`src/shared/tcu_pkg.sv`:
```
// Package for the timer compare unit: register map, field layout,
// reset values, compare mode codes and carrier types.
// Assumes an 8-bit register port with a 2-bit word address.
package tcu_pkg;

   // Register port and timer count widths
   localparam int unsigned ADDR_W = 2;
   localparam int unsigned DATA_W = 8;
   localparam int unsigned CNT_W  = 16;

   // Register addresses
   localparam logic [1:0] ADDR_CONTROL    = 2'h0;
   localparam logic [1:0] ADDR_VALUE_LOW  = 2'h1;
   localparam logic [1:0] ADDR_VALUE_HIGH = 2'h2;
   localparam logic [1:0] ADDR_STATUS     = 2'h3;

   // Reset values
   localparam logic [7:0] RST_CONTROL = 8'h00;
   localparam logic [7:0] RST_VALUE   = 8'h00;
   localparam logic [7:0] RST_RDATA   = 8'h00;

   // Control field layout
   localparam int unsigned MODE_LSB = 0;
   localparam int unsigned MODE_W   = 4;

   // Status field layout
   localparam int unsigned STAT_FLAG_BIT = 0;
   localparam int unsigned STAT_PIN_BIT  = 1;
   localparam int unsigned STAT_PEND_BIT = 2;
   localparam int unsigned STAT_CTL_BIT  = 3;

   // Compare mode codes
   localparam logic [3:0] MODE_OFF     = 4'h0;
   localparam logic [3:0] MODE_TOGGLE  = 4'h2;
   localparam logic [3:0] MODE_SET     = 4'h8;
   localparam logic [3:0] MODE_CLEAR   = 4'h9;
   localparam logic [3:0] MODE_IRQ     = 4'ha;
   localparam logic [3:0] MODE_TRIGGER = 4'hb;

   // Synchroniser depth for pin inputs
   localparam int unsigned SYNC_STAGES = 3;

   // Register port request
   typedef struct packed {
      logic [1:0] addr;
      logic [7:0] wdata;
      logic       wr;
      logic       rd;
   } tcu_bus_req_t;

   // Trigger sequence states
   typedef enum logic [0:0] {
      TRIG_IDLE,
      TRIG_PENDING
   } tcu_trig_state_t;

endpackage : tcu_pkg

```
`src/verilog/tcu_top.sv`:
```
// Timer compare unit: compare pair against a 16-bit timer count,
// pin set/clear/toggle, match flag and special event trigger.
// Assumes the timer count is a register on clk_in, the timer clock
// arrives as a pin level, and a port owner applies the direction bit.
`timescale 1ns/1ps
module tcu_top (
   // Clock and reset
   input  wire logic                  clk_in,
   input  wire logic                  arst_n_in,
   // Register port
   input  wire tcu_pkg::tcu_bus_req_t bus_in,
   output logic [7:0]                 rdata_out,
   // Timer side
   input  wire logic [15:0]           timer_count_in,
   input  wire logic                  timer_clk_in,
   output logic                       timer_reset_out,
   // Converter side
   input  wire logic                  adc_enable_in,
   output logic                       adc_start_out,
   // Events
   output logic                       special_trigger_out,
   output logic                       match_flag_out,
   // Pin side
   output logic                       pin_level_out,
   output logic                       pin_ctl_out
);

   // State of the unit except the edge detect and synchroniser registers
   typedef struct packed {
      logic [7:0]               control;
      logic [7:0]               value_low;
      logic [7:0]               value_high;
      logic [7:0]               rdata;
      logic                     flag;
      logic                     latch;
      logic                     pin_ctl;
      logic                     trigger;
      logic                     adc_start;
      logic                     timer_reset;
      logic                     tclk_prev;
      tcu_pkg::tcu_trig_state_t trig_state;
   } tcu_top_state_t;

   tcu_top_state_t st_ff;
   tcu_top_state_t nxt_st;

   // Decoded helpers
   logic [3:0]  mode;
   logic [15:0] compare_value;
   logic        equal;
   logic        match_rise;
   logic        tclk_level;
   logic        tclk_edge;
   logic        is_pin_mode;
   logic        is_cmp_mode;
   logic        wr_control;
   logic        wr_status;
   logic [7:0]  status_word;

   // Mode field and compare pair
   assign mode          = st_ff.control[tcu_pkg::MODE_LSB +: tcu_pkg::MODE_W];
   assign compare_value = {st_ff.value_high, st_ff.value_low};

   // Continuous equality with first-cycle detect
   tcu_edge u_edge (
      .clk_in    (clk_in),
      .arst_n_in (arst_n_in),
      .a_in      (compare_value),
      .b_in      (timer_count_in),
      .equal_out (equal),
      .rise_out  (match_rise)
   );

   // Timer clock is a pin level; bring it into clk_in
   tcu_sync u_tclk_sync (
      .clk_in    (clk_in),
      .arst_n_in (arst_n_in),
      .async_in  (timer_clk_in),
      .level_out (tclk_level)
   );

   // Rising edge of the filtered timer clock
   assign tclk_edge = tclk_level & ~st_ff.tclk_prev;

   // Mode classes: pin owners versus all compare modes
   always_comb begin
      is_pin_mode = 1'b0;
      is_cmp_mode = 1'b0;
      unique case (mode)
         tcu_pkg::MODE_TOGGLE,
         tcu_pkg::MODE_SET,
         tcu_pkg::MODE_CLEAR: begin
            is_pin_mode = 1'b1;
            is_cmp_mode = 1'b1;
         end
         tcu_pkg::MODE_IRQ,
         tcu_pkg::MODE_TRIGGER: begin
            is_cmp_mode = 1'b1;
         end
         default: begin
            is_pin_mode = 1'b0;
            is_cmp_mode = 1'b0;
         end
      endcase
   end

   // Write decode
   assign wr_control = bus_in.wr && (bus_in.addr == tcu_pkg::ADDR_CONTROL);
   assign wr_status  = bus_in.wr && (bus_in.addr == tcu_pkg::ADDR_STATUS);

   // Status word as seen by a read
   always_comb begin
      status_word                          = 8'h00;
      status_word[tcu_pkg::STAT_FLAG_BIT]  = st_ff.flag;
      status_word[tcu_pkg::STAT_PIN_BIT]   = st_ff.latch;
      status_word[tcu_pkg::STAT_PEND_BIT]  = (st_ff.trig_state == tcu_pkg::TRIG_PENDING);
      status_word[tcu_pkg::STAT_CTL_BIT]   = st_ff.pin_ctl;
   end

   // Next-state logic
   always_comb begin
      nxt_st             = st_ff;
      nxt_st.tclk_prev   = tclk_level;
      nxt_st.trigger     = 1'b0;
      nxt_st.adc_start   = 1'b0;
      nxt_st.timer_reset = 1'b0;

      // Register writes
      if (wr_control) begin
         nxt_st.control = bus_in.wdata;
      end
      if (bus_in.wr && (bus_in.addr == tcu_pkg::ADDR_VALUE_LOW)) begin
         nxt_st.value_low = bus_in.wdata;
      end
      if (bus_in.wr && (bus_in.addr == tcu_pkg::ADDR_VALUE_HIGH)) begin
         nxt_st.value_high = bus_in.wdata;
      end

      // Match flag clear by writing one; a new match below wins
      if (wr_status && bus_in.wdata[tcu_pkg::STAT_FLAG_BIT]) begin
         nxt_st.flag = 1'b0;
      end

      // Read data for the following cycle only
      nxt_st.rdata = tcu_pkg::RST_RDATA;
      if (bus_in.rd) begin
         unique case (bus_in.addr)
            tcu_pkg::ADDR_CONTROL:    nxt_st.rdata = st_ff.control;
            tcu_pkg::ADDR_VALUE_LOW:  nxt_st.rdata = st_ff.value_low;
            tcu_pkg::ADDR_VALUE_HIGH: nxt_st.rdata = st_ff.value_high;
            tcu_pkg::ADDR_STATUS:     nxt_st.rdata = status_word;
         endcase
      end

      // Pin ownership follows the mode
      nxt_st.pin_ctl = is_pin_mode;

      // Match actions, once per match
      if (match_rise && is_cmp_mode) begin
         nxt_st.flag = 1'b1;
         unique case (mode)
            tcu_pkg::MODE_TOGGLE: nxt_st.latch = ~st_ff.latch;
            tcu_pkg::MODE_SET:    nxt_st.latch = 1'b1;
            tcu_pkg::MODE_CLEAR:  nxt_st.latch = 1'b0;
            tcu_pkg::MODE_TRIGGER: begin
               nxt_st.trigger   = 1'b1;
               nxt_st.adc_start = adc_enable_in;
            end
            default: nxt_st.latch = st_ff.latch;
         endcase
      end

      // Pending timer reset waits for the next timer clock edge
      unique case (st_ff.trig_state)
         tcu_pkg::TRIG_IDLE: begin
            if (match_rise && (mode == tcu_pkg::MODE_TRIGGER)) begin
               nxt_st.trig_state = tcu_pkg::TRIG_PENDING;
            end
         end
         tcu_pkg::TRIG_PENDING: begin
            if (!equal || (mode != tcu_pkg::MODE_TRIGGER)) begin
               nxt_st.trig_state = tcu_pkg::TRIG_IDLE;
            end else if (tclk_edge) begin
               nxt_st.timer_reset = 1'b1;
               nxt_st.trig_state  = tcu_pkg::TRIG_IDLE;
            end
         end
      endcase

      // Zero control write drops the output latch, last so it wins
      if (wr_control && (bus_in.wdata == 8'h00)) begin
         nxt_st.latch = 1'b0;
      end
   end

   // State register
   always_ff @(posedge clk_in or negedge arst_n_in) begin
      if (!arst_n_in) begin
         st_ff             <= '0;
         st_ff.control     <= tcu_pkg::RST_CONTROL;
         st_ff.value_low   <= tcu_pkg::RST_VALUE;
         st_ff.value_high  <= tcu_pkg::RST_VALUE;
         st_ff.rdata       <= tcu_pkg::RST_RDATA;
         st_ff.trig_state  <= tcu_pkg::TRIG_IDLE;
      end else begin
         st_ff <= nxt_st;
      end
   end

   // Outputs straight from the state register
   assign rdata_out           = st_ff.rdata;
   assign timer_reset_out     = st_ff.timer_reset;
   assign adc_start_out       = st_ff.adc_start;
   assign special_trigger_out = st_ff.trigger;
   assign match_flag_out      = st_ff.flag;
   assign pin_level_out       = st_ff.latch;
   assign pin_ctl_out         = st_ff.pin_ctl;

endmodule : tcu_top

```
`src/verilog/tcu_sync.sv`:
```
// Three-stage synchroniser with agreement filter for one pin level.
// Assumes the input is asynchronous to clk_in.
`timescale 1ns/1ps
module tcu_sync (
   // Clock and reset
   input  wire logic clk_in,
   input  wire logic arst_n_in,
   // Asynchronous level
   input  wire logic async_in,
   // Filtered level
   output logic      level_out
);

   typedef struct packed {
      logic [2:0] stage;
      logic       level;
   } tcu_sync_state_t;

   tcu_sync_state_t st_ff;
   tcu_sync_state_t nxt_st;

   // Shift in; accept a change once stages two and three agree
   always_comb begin
      nxt_st       = st_ff;
      nxt_st.stage = {st_ff.stage[1:0], async_in};
      if (st_ff.stage[1] == st_ff.stage[2]) begin
         nxt_st.level = st_ff.stage[2];
      end
   end

   // State register
   always_ff @(posedge clk_in or negedge arst_n_in) begin
      if (!arst_n_in) begin
         st_ff <= '0;
      end else begin
         st_ff <= nxt_st;
      end
   end

   assign level_out = st_ff.level;

endmodule : tcu_sync

```
`src/verilog/tcu_edge.sv`:
```
// Equality comparator with rising-edge detect.
// Assumes both operands are registered values on clk_in.
`timescale 1ns/1ps
module tcu_edge (
   // Clock and reset
   input  wire logic        clk_in,
   input  wire logic        arst_n_in,
   // Operands
   input  wire logic [15:0] a_in,
   input  wire logic [15:0] b_in,
   // Results
   output logic             equal_out,
   output logic             rise_out
);

   typedef struct packed {
      logic equal_prev;
   } tcu_edge_state_t;

   tcu_edge_state_t st_ff;
   tcu_edge_state_t nxt_st;

   // Live equality and its first cycle
   always_comb begin
      equal_out         = (a_in == b_in);
      rise_out          = equal_out & ~st_ff.equal_prev;
      nxt_st            = st_ff;
      nxt_st.equal_prev = equal_out;
   end

   // State register
   always_ff @(posedge clk_in or negedge arst_n_in) begin
      if (!arst_n_in) begin
         st_ff <= '0;
      end else begin
         st_ff <= nxt_st;
      end
   end

endmodule : tcu_edge

```
`config.mk`:
```
export PLATFORM = sky130hd
export DESIGN_NAME = tcu_top
export DESIGN_NICKNAME = d
export VERILOG_FILES = /design/src/shared/tcu_pkg.sv /design/src/verilog/tcu_top.sv /design/src/verilog/tcu_sync.sv /design/src/verilog/tcu_edge.sv
export SDC_FILE = /design/constraint.sdc
export NUM_CORES = 1
export LEC_CHECK = 0
export ABC_CLOCK_PERIOD_IN_PS = 2700
export BUFFER_PORTS_ARGS = -buffer_cell sky130_fd_sc_hd__buf_4
export CAP_MARGIN = 20
export CORE_UTILIZATION = 57
export CTS_CLUSTER_DIAMETER = 50
export CTS_CLUSTER_SIZE = 12
export DETAILED_ROUTE_END_ITERATION = 10
export GPL_TIMING_DRIVEN = 1
export PLACE_DENSITY = 0.83
export SYNTH_ARGS = -nofsm -noshare
export SYNTH_HDL_FRONTEND = slang
export SYNTH_SLANG_ARGS = --single-unit
```
`constraint.sdc`:
```
create_clock -name clk_in -period 2.7 [get_ports clk_in]
set_clock_uncertainty 0.1 [all_clocks]
set_input_delay 0.54 -clock clk_in [delete_from_list [all_inputs] [get_ports clk_in]]
set_output_delay 0.54 -clock clk_in [all_outputs]
set_load 0.05 [all_outputs]
```
== After elaboration in Yosys (flattened, before gate mapping) ==
Index checks and enable logic that the tools add are counted.
Word-level totals
  output and inout port bits: 14
  logic and storage cells: 67
  input port bits: 32
  bits in registers: 45
Operators by class
  equal/unequal tests: 11
  reduce and logical (&&, ||, !) cells: 18
  multiplexer cells: 17
  bitwise gates (word level): 6
Operators with widths (number)
  $pmux W8 S4: 1
  $eq A16 B16 Y1: 1
  $eq A4 B4 Y1 const B: 4
  $mux W1: 10
  $logic_and A1 B1 Y1: 8
  $logic_not A8 Y1: 1
  $mux W8: 1
  $mux W2: 3
  $reduce_or A5 Y1: 1
  $eq A2 B2 Y1 const B: 2
  $eq A4 B2 Y1 const B: 1
  $ne A4 B4 Y1 const B: 1
  $not A1 Y1: 4
  $reduce_bool A2 Y1: 2
  $reduce_bool A4 Y1: 1
  $pmux W1 S3: 1
  $reduce_or A3 Y1: 1
  $and A1 B1 Y1: 2
  $eq A2 B1 Y1 const B: 1
  $logic_not A2 Y1: 1
  $pmux W1 S2: 1
  $reduce_and A2 Y1: 1
  $eq A1 B1 Y1: 1
  $logic_not A1 Y1: 1
  $logic_or A1 B1 Y1: 1

== Longest topological paths before layout ==
  word-level depth: 6
  depth in mapped cells: 6
  depth with buffers taken out: 5

== Cells and area by module ==
Synthesis repeated with hierarchy kept, for this count alone.
Unflattened totals
  cells, all modules: 155
  area total of the unflattened synthesis: 2115.8 µm²
Modules (own cells, without submodules)
  tcu_top: cells an instance 127, times used 1, sequential area each 1001.0 µm², area each 1795.5 µm²
  tcu_edge: cells an instance 23, times used 1, sequential area each 25.0 µm², area each 209.0 µm²
  tcu_sync: cells an instance 5, times used 1, sequential area each 100.1 µm², area each 111.4 µm²

== Least setup slack after synthesis ==
No wires, ideal clock.
  path type: input -> register
  start point: in timer_count_in[15]
  end point: reg st_ff, in the netlist adc_start_out
  data required time: 2.520 ns
  library setup time: 0.080 ns
  setup slack: 0.721 ns
  cell stages on the path: 5
  path buffers: 0
  arrival time: 1.800 ns
  cell sequence: xor2_1 nor4_1 nand4_1 or4_4 nor3b_2
RTL lines
  start, declared: RTL line tcu_top.sv:14  | input wire logic [15:0] timer_count_in,
  end signal, assigned: RTL line tcu_top.sv:206  | st_ff <= nxt_st;
  end, declared: RTL line tcu_top.sv:44  | tcu_top_state_t st_ff;

==> results_dict.tcl <==
set metrics [dict create \
    worstPathRequired_ps 2900 \
    drt_iter0_markers 74 \
    synth_fa_ha_area_frac 0.00487 \
    placed_cell_area_mm2 0.00239 \
    p_leak_nw 1.14 \
    ctsResizeCount 0 \
    cts_tree "done" \
    grt_start_max_net_pins 46 \
    max_slew_margin 0.621 \
    htree_levels 2 \
    path_clk_slew_ps 130 \
    start_util 0.606 \
    drive_gt1_frac 0.421 \
    yosysWarningCount 0 \
    worstMarginPinSlew_ps 563 \
    seqCellArea_mm2 0.00113 \
    fin_util 0.724 \
    powerDensity_mw_per_mm2 619 \
    crit_fanout 4 \
    hp-class "in -> async" \
    design_area_mm2 0.00245 \
    hold_buffers 0 \
    globalRouteTotalUtil 0.241 \
    final_nets 233 \
    syn2layout_area_growth_pct 19.4 \
    finalSetupViolCount 0 \
    clock_latency_ps 370 \
    num_antenna_cells 0 \
    dpl.hpwl_um 3120 \
    synthSimpleGateAreaFrac 0.113 \
    port_buffers 45 \
    r2r-end "adc_start_out" \
    syn-num-nets 190 \
    finalHoldViolCount 0 \
    grt_pass1_vias 1305 \
    synthXorXnorAreaFrac 0.0682 \
    r2r_start "compare_value[12]" \
    dr_total_vias 1381 \
    multiInputGateArea_um2 846 \
    setup_tns_ps 0 \
    cp_slowest_cell "or4_4" \
    grt_pass1_wl_um 6380 \
    criticalPathCategory "reg -> reg" \
    pin_count 46 \
    max_freq_mhz 425 \
    die_x_um 62.1 \
    finalCriticalPeriod_ps 2350 \
    final_common_cell "buf_4" \
    status "finished, final reports clean" \
    clock-sinks 45 \
    avgSynthCellArea_um2 13.0 \
    synth_top_family_by_area "multiplexers" \
    final_cell_mix "buf_4, dfrtp_1, mux2_2" \
    rsz0062_at_grt "no" \
    dr.pass1.iters 5 \
    syn_inst 158 \
    drcViolationCount 0 \
    arrival_ps 2550 \
    synthMuxAreaShare 0.205 \
    vdd.ir_drop.worst_mv 0.422 \
    cp_cell_sequence "xor2_1, nor4_1, nand4_1, or4_4, nor3b_2" \
    num_rows 21 \
    numCtsBuffers 5 \
    via_per_inst 5.57 \
    clockBufferDepth 2 \
    post_drt_wl_per_cell_um 16.7 \
    period_share 0.872 \
    antenna_found_initial 0 \
    r2r_slack_ps 350 \
    synth_cell_types 25 \
    end_kind "flop" \
    netlist_area_mm2 0.00206 \
    critical-path-max-stage-delay_ps 580 \
    reg2reg_depth 5 \
    ys_ff_latch 45 \
    cp-start-kind "flop" \
    antenna_left 0 \
    synth_compound_area_frac 0.0213 \
    die_h_um 62.1 \
    place_congestion 0.888 \
    cts_root_buf "clkbuf_4" \
    overflow 0 \
    drv_slew 0 \
    cap_violations 0 \
    core_mm2 0.00339 \
    dieArea_mm2 0.00385 \
    ys_seq_area_frac 0.548 \
    routed_wl_um 4150 \
    fillCellCount 226 \
    cts_setup_buffers 0 \
]
## sequential cells by signal, summed over array words and instances, names as in the netlist
| signal | count |
|---|---|
| compare_value | 16 |
| rdata_out | 8 |
| st_ff | 6 |
| mode | 4 |
| u_tclk_sync.nxt_st | 2 |
| adc_start_out | 1 |
| match_flag_out | 1 |
| pin_ctl_out | 1 |
| pin_level_out | 1 |
| special_trigger_out | 1 |
| timer_reset_out | 1 |
| u_edge.st_ff | 1 |
| u_tclk_sync.level_out | 1 |
| u_tclk_sync.st_ff | 1 |
## cell families after synthesis
logic type | count (synthesis)
DFF | 45
xor gates and xnor gates | 16
and+or+nand+nor | 40
adders and majority gates | 1
buffers and inverters | 14
AOI/OAI and AO/OA | 8
muxes | 34
## routing by layer
layer	vias up	GRT usage	part of all wire	routed length, um
li1	633	-	-	-
met1	683	0.338	0.43	1790
met2	59	0.369	0.49	2030
met3	6	0.0663	0.070	292
met4	0	0.0667	0.010	43
met5	-	0	0	0
## worst max-delay path, delay by kind of cell, from the launching register on
kind / cells / cell delay, ps
AND/OR/NAND/NOR: 4 / 1580
flip-flops: 1 / 430
XOR/XNOR: 1 / 170
## cell usage after synthesis
cell,count,area [um^2]
mux4_2,4,90.1
maj3_1,1,10.0
mux2_2,24,270
nand2b_1,1,6.26
nor3b_1,1,7.51
and2_1,8,50.1
nor4_1,7,43.8
xor2_1,16,140
nor3b_2,1,12.5
a211o_1,1,8.76
nand2_1,9,33.8
nor3_1,1,5.00
or4_4,1,11.3
nand4_1,2,12.5
nor2b_1,1,6.26
inv_1,3,11.3
buf_2,1,5.00
mux2i_1,6,60.1
o21ai_0,7,35.0
nand3_1,1,5.00
nand3b_1,3,22.5
buf_4,8,60.1
clkbuf_1,2,7.51
nor2_1,4,15.0
dfrtp_1,45,1130
## where the power goes
group,internal (mW),switching (mW),leakage (nW)
clock,0.101,0.226,0.0234
combinational,0.177,0.177,0.556
sequential,0.762,0.0750,0.560
total,1.04,0.478,1.14
## cell type report
| type | instances | area share |
|---|---|---|
| well taps | 46 | 0.0235 |
| repair buffers | 47 | 0.144 |
| clock inverters | 3 | 0.00918 |
| clock buffers | 5 | 0.0153 |
| multi-input cells | 99 | 0.345 |
| flip-flops and latches | 45 | 0.459 |
| inverters | 3 | 0.00459 |
## through the flow
stage	std cells	worst slack, ps	power, mW	hold slack [ps]
after floorplan	158	721	1.08	144
after global placement	240	278	1.19	232
after detailed placement	240	235	1.20	237
after CTS	248	386	1.52	59.2
after global routing	248	317	1.59	72.5
final	248	347	1.52	42.9
## worst max path at each step
stage	slack [ps]	depth (start not counted)	from	endpoint
finish	350	5	compare_value[12]	adc_start_out
CTS	390	5	compare_value[8]	adc_start_out
detailed placement	240	6	timer_count_in[12]	adc_start_out
global route	320	5	compare_value[12]	adc_start_out
floorplan	720	5	timer_count_in[15]	adc_start_out
global placement	280	6	timer_count_in[8]	adc_start_out
Note: power is estimated with default switching activity, not from simulation.
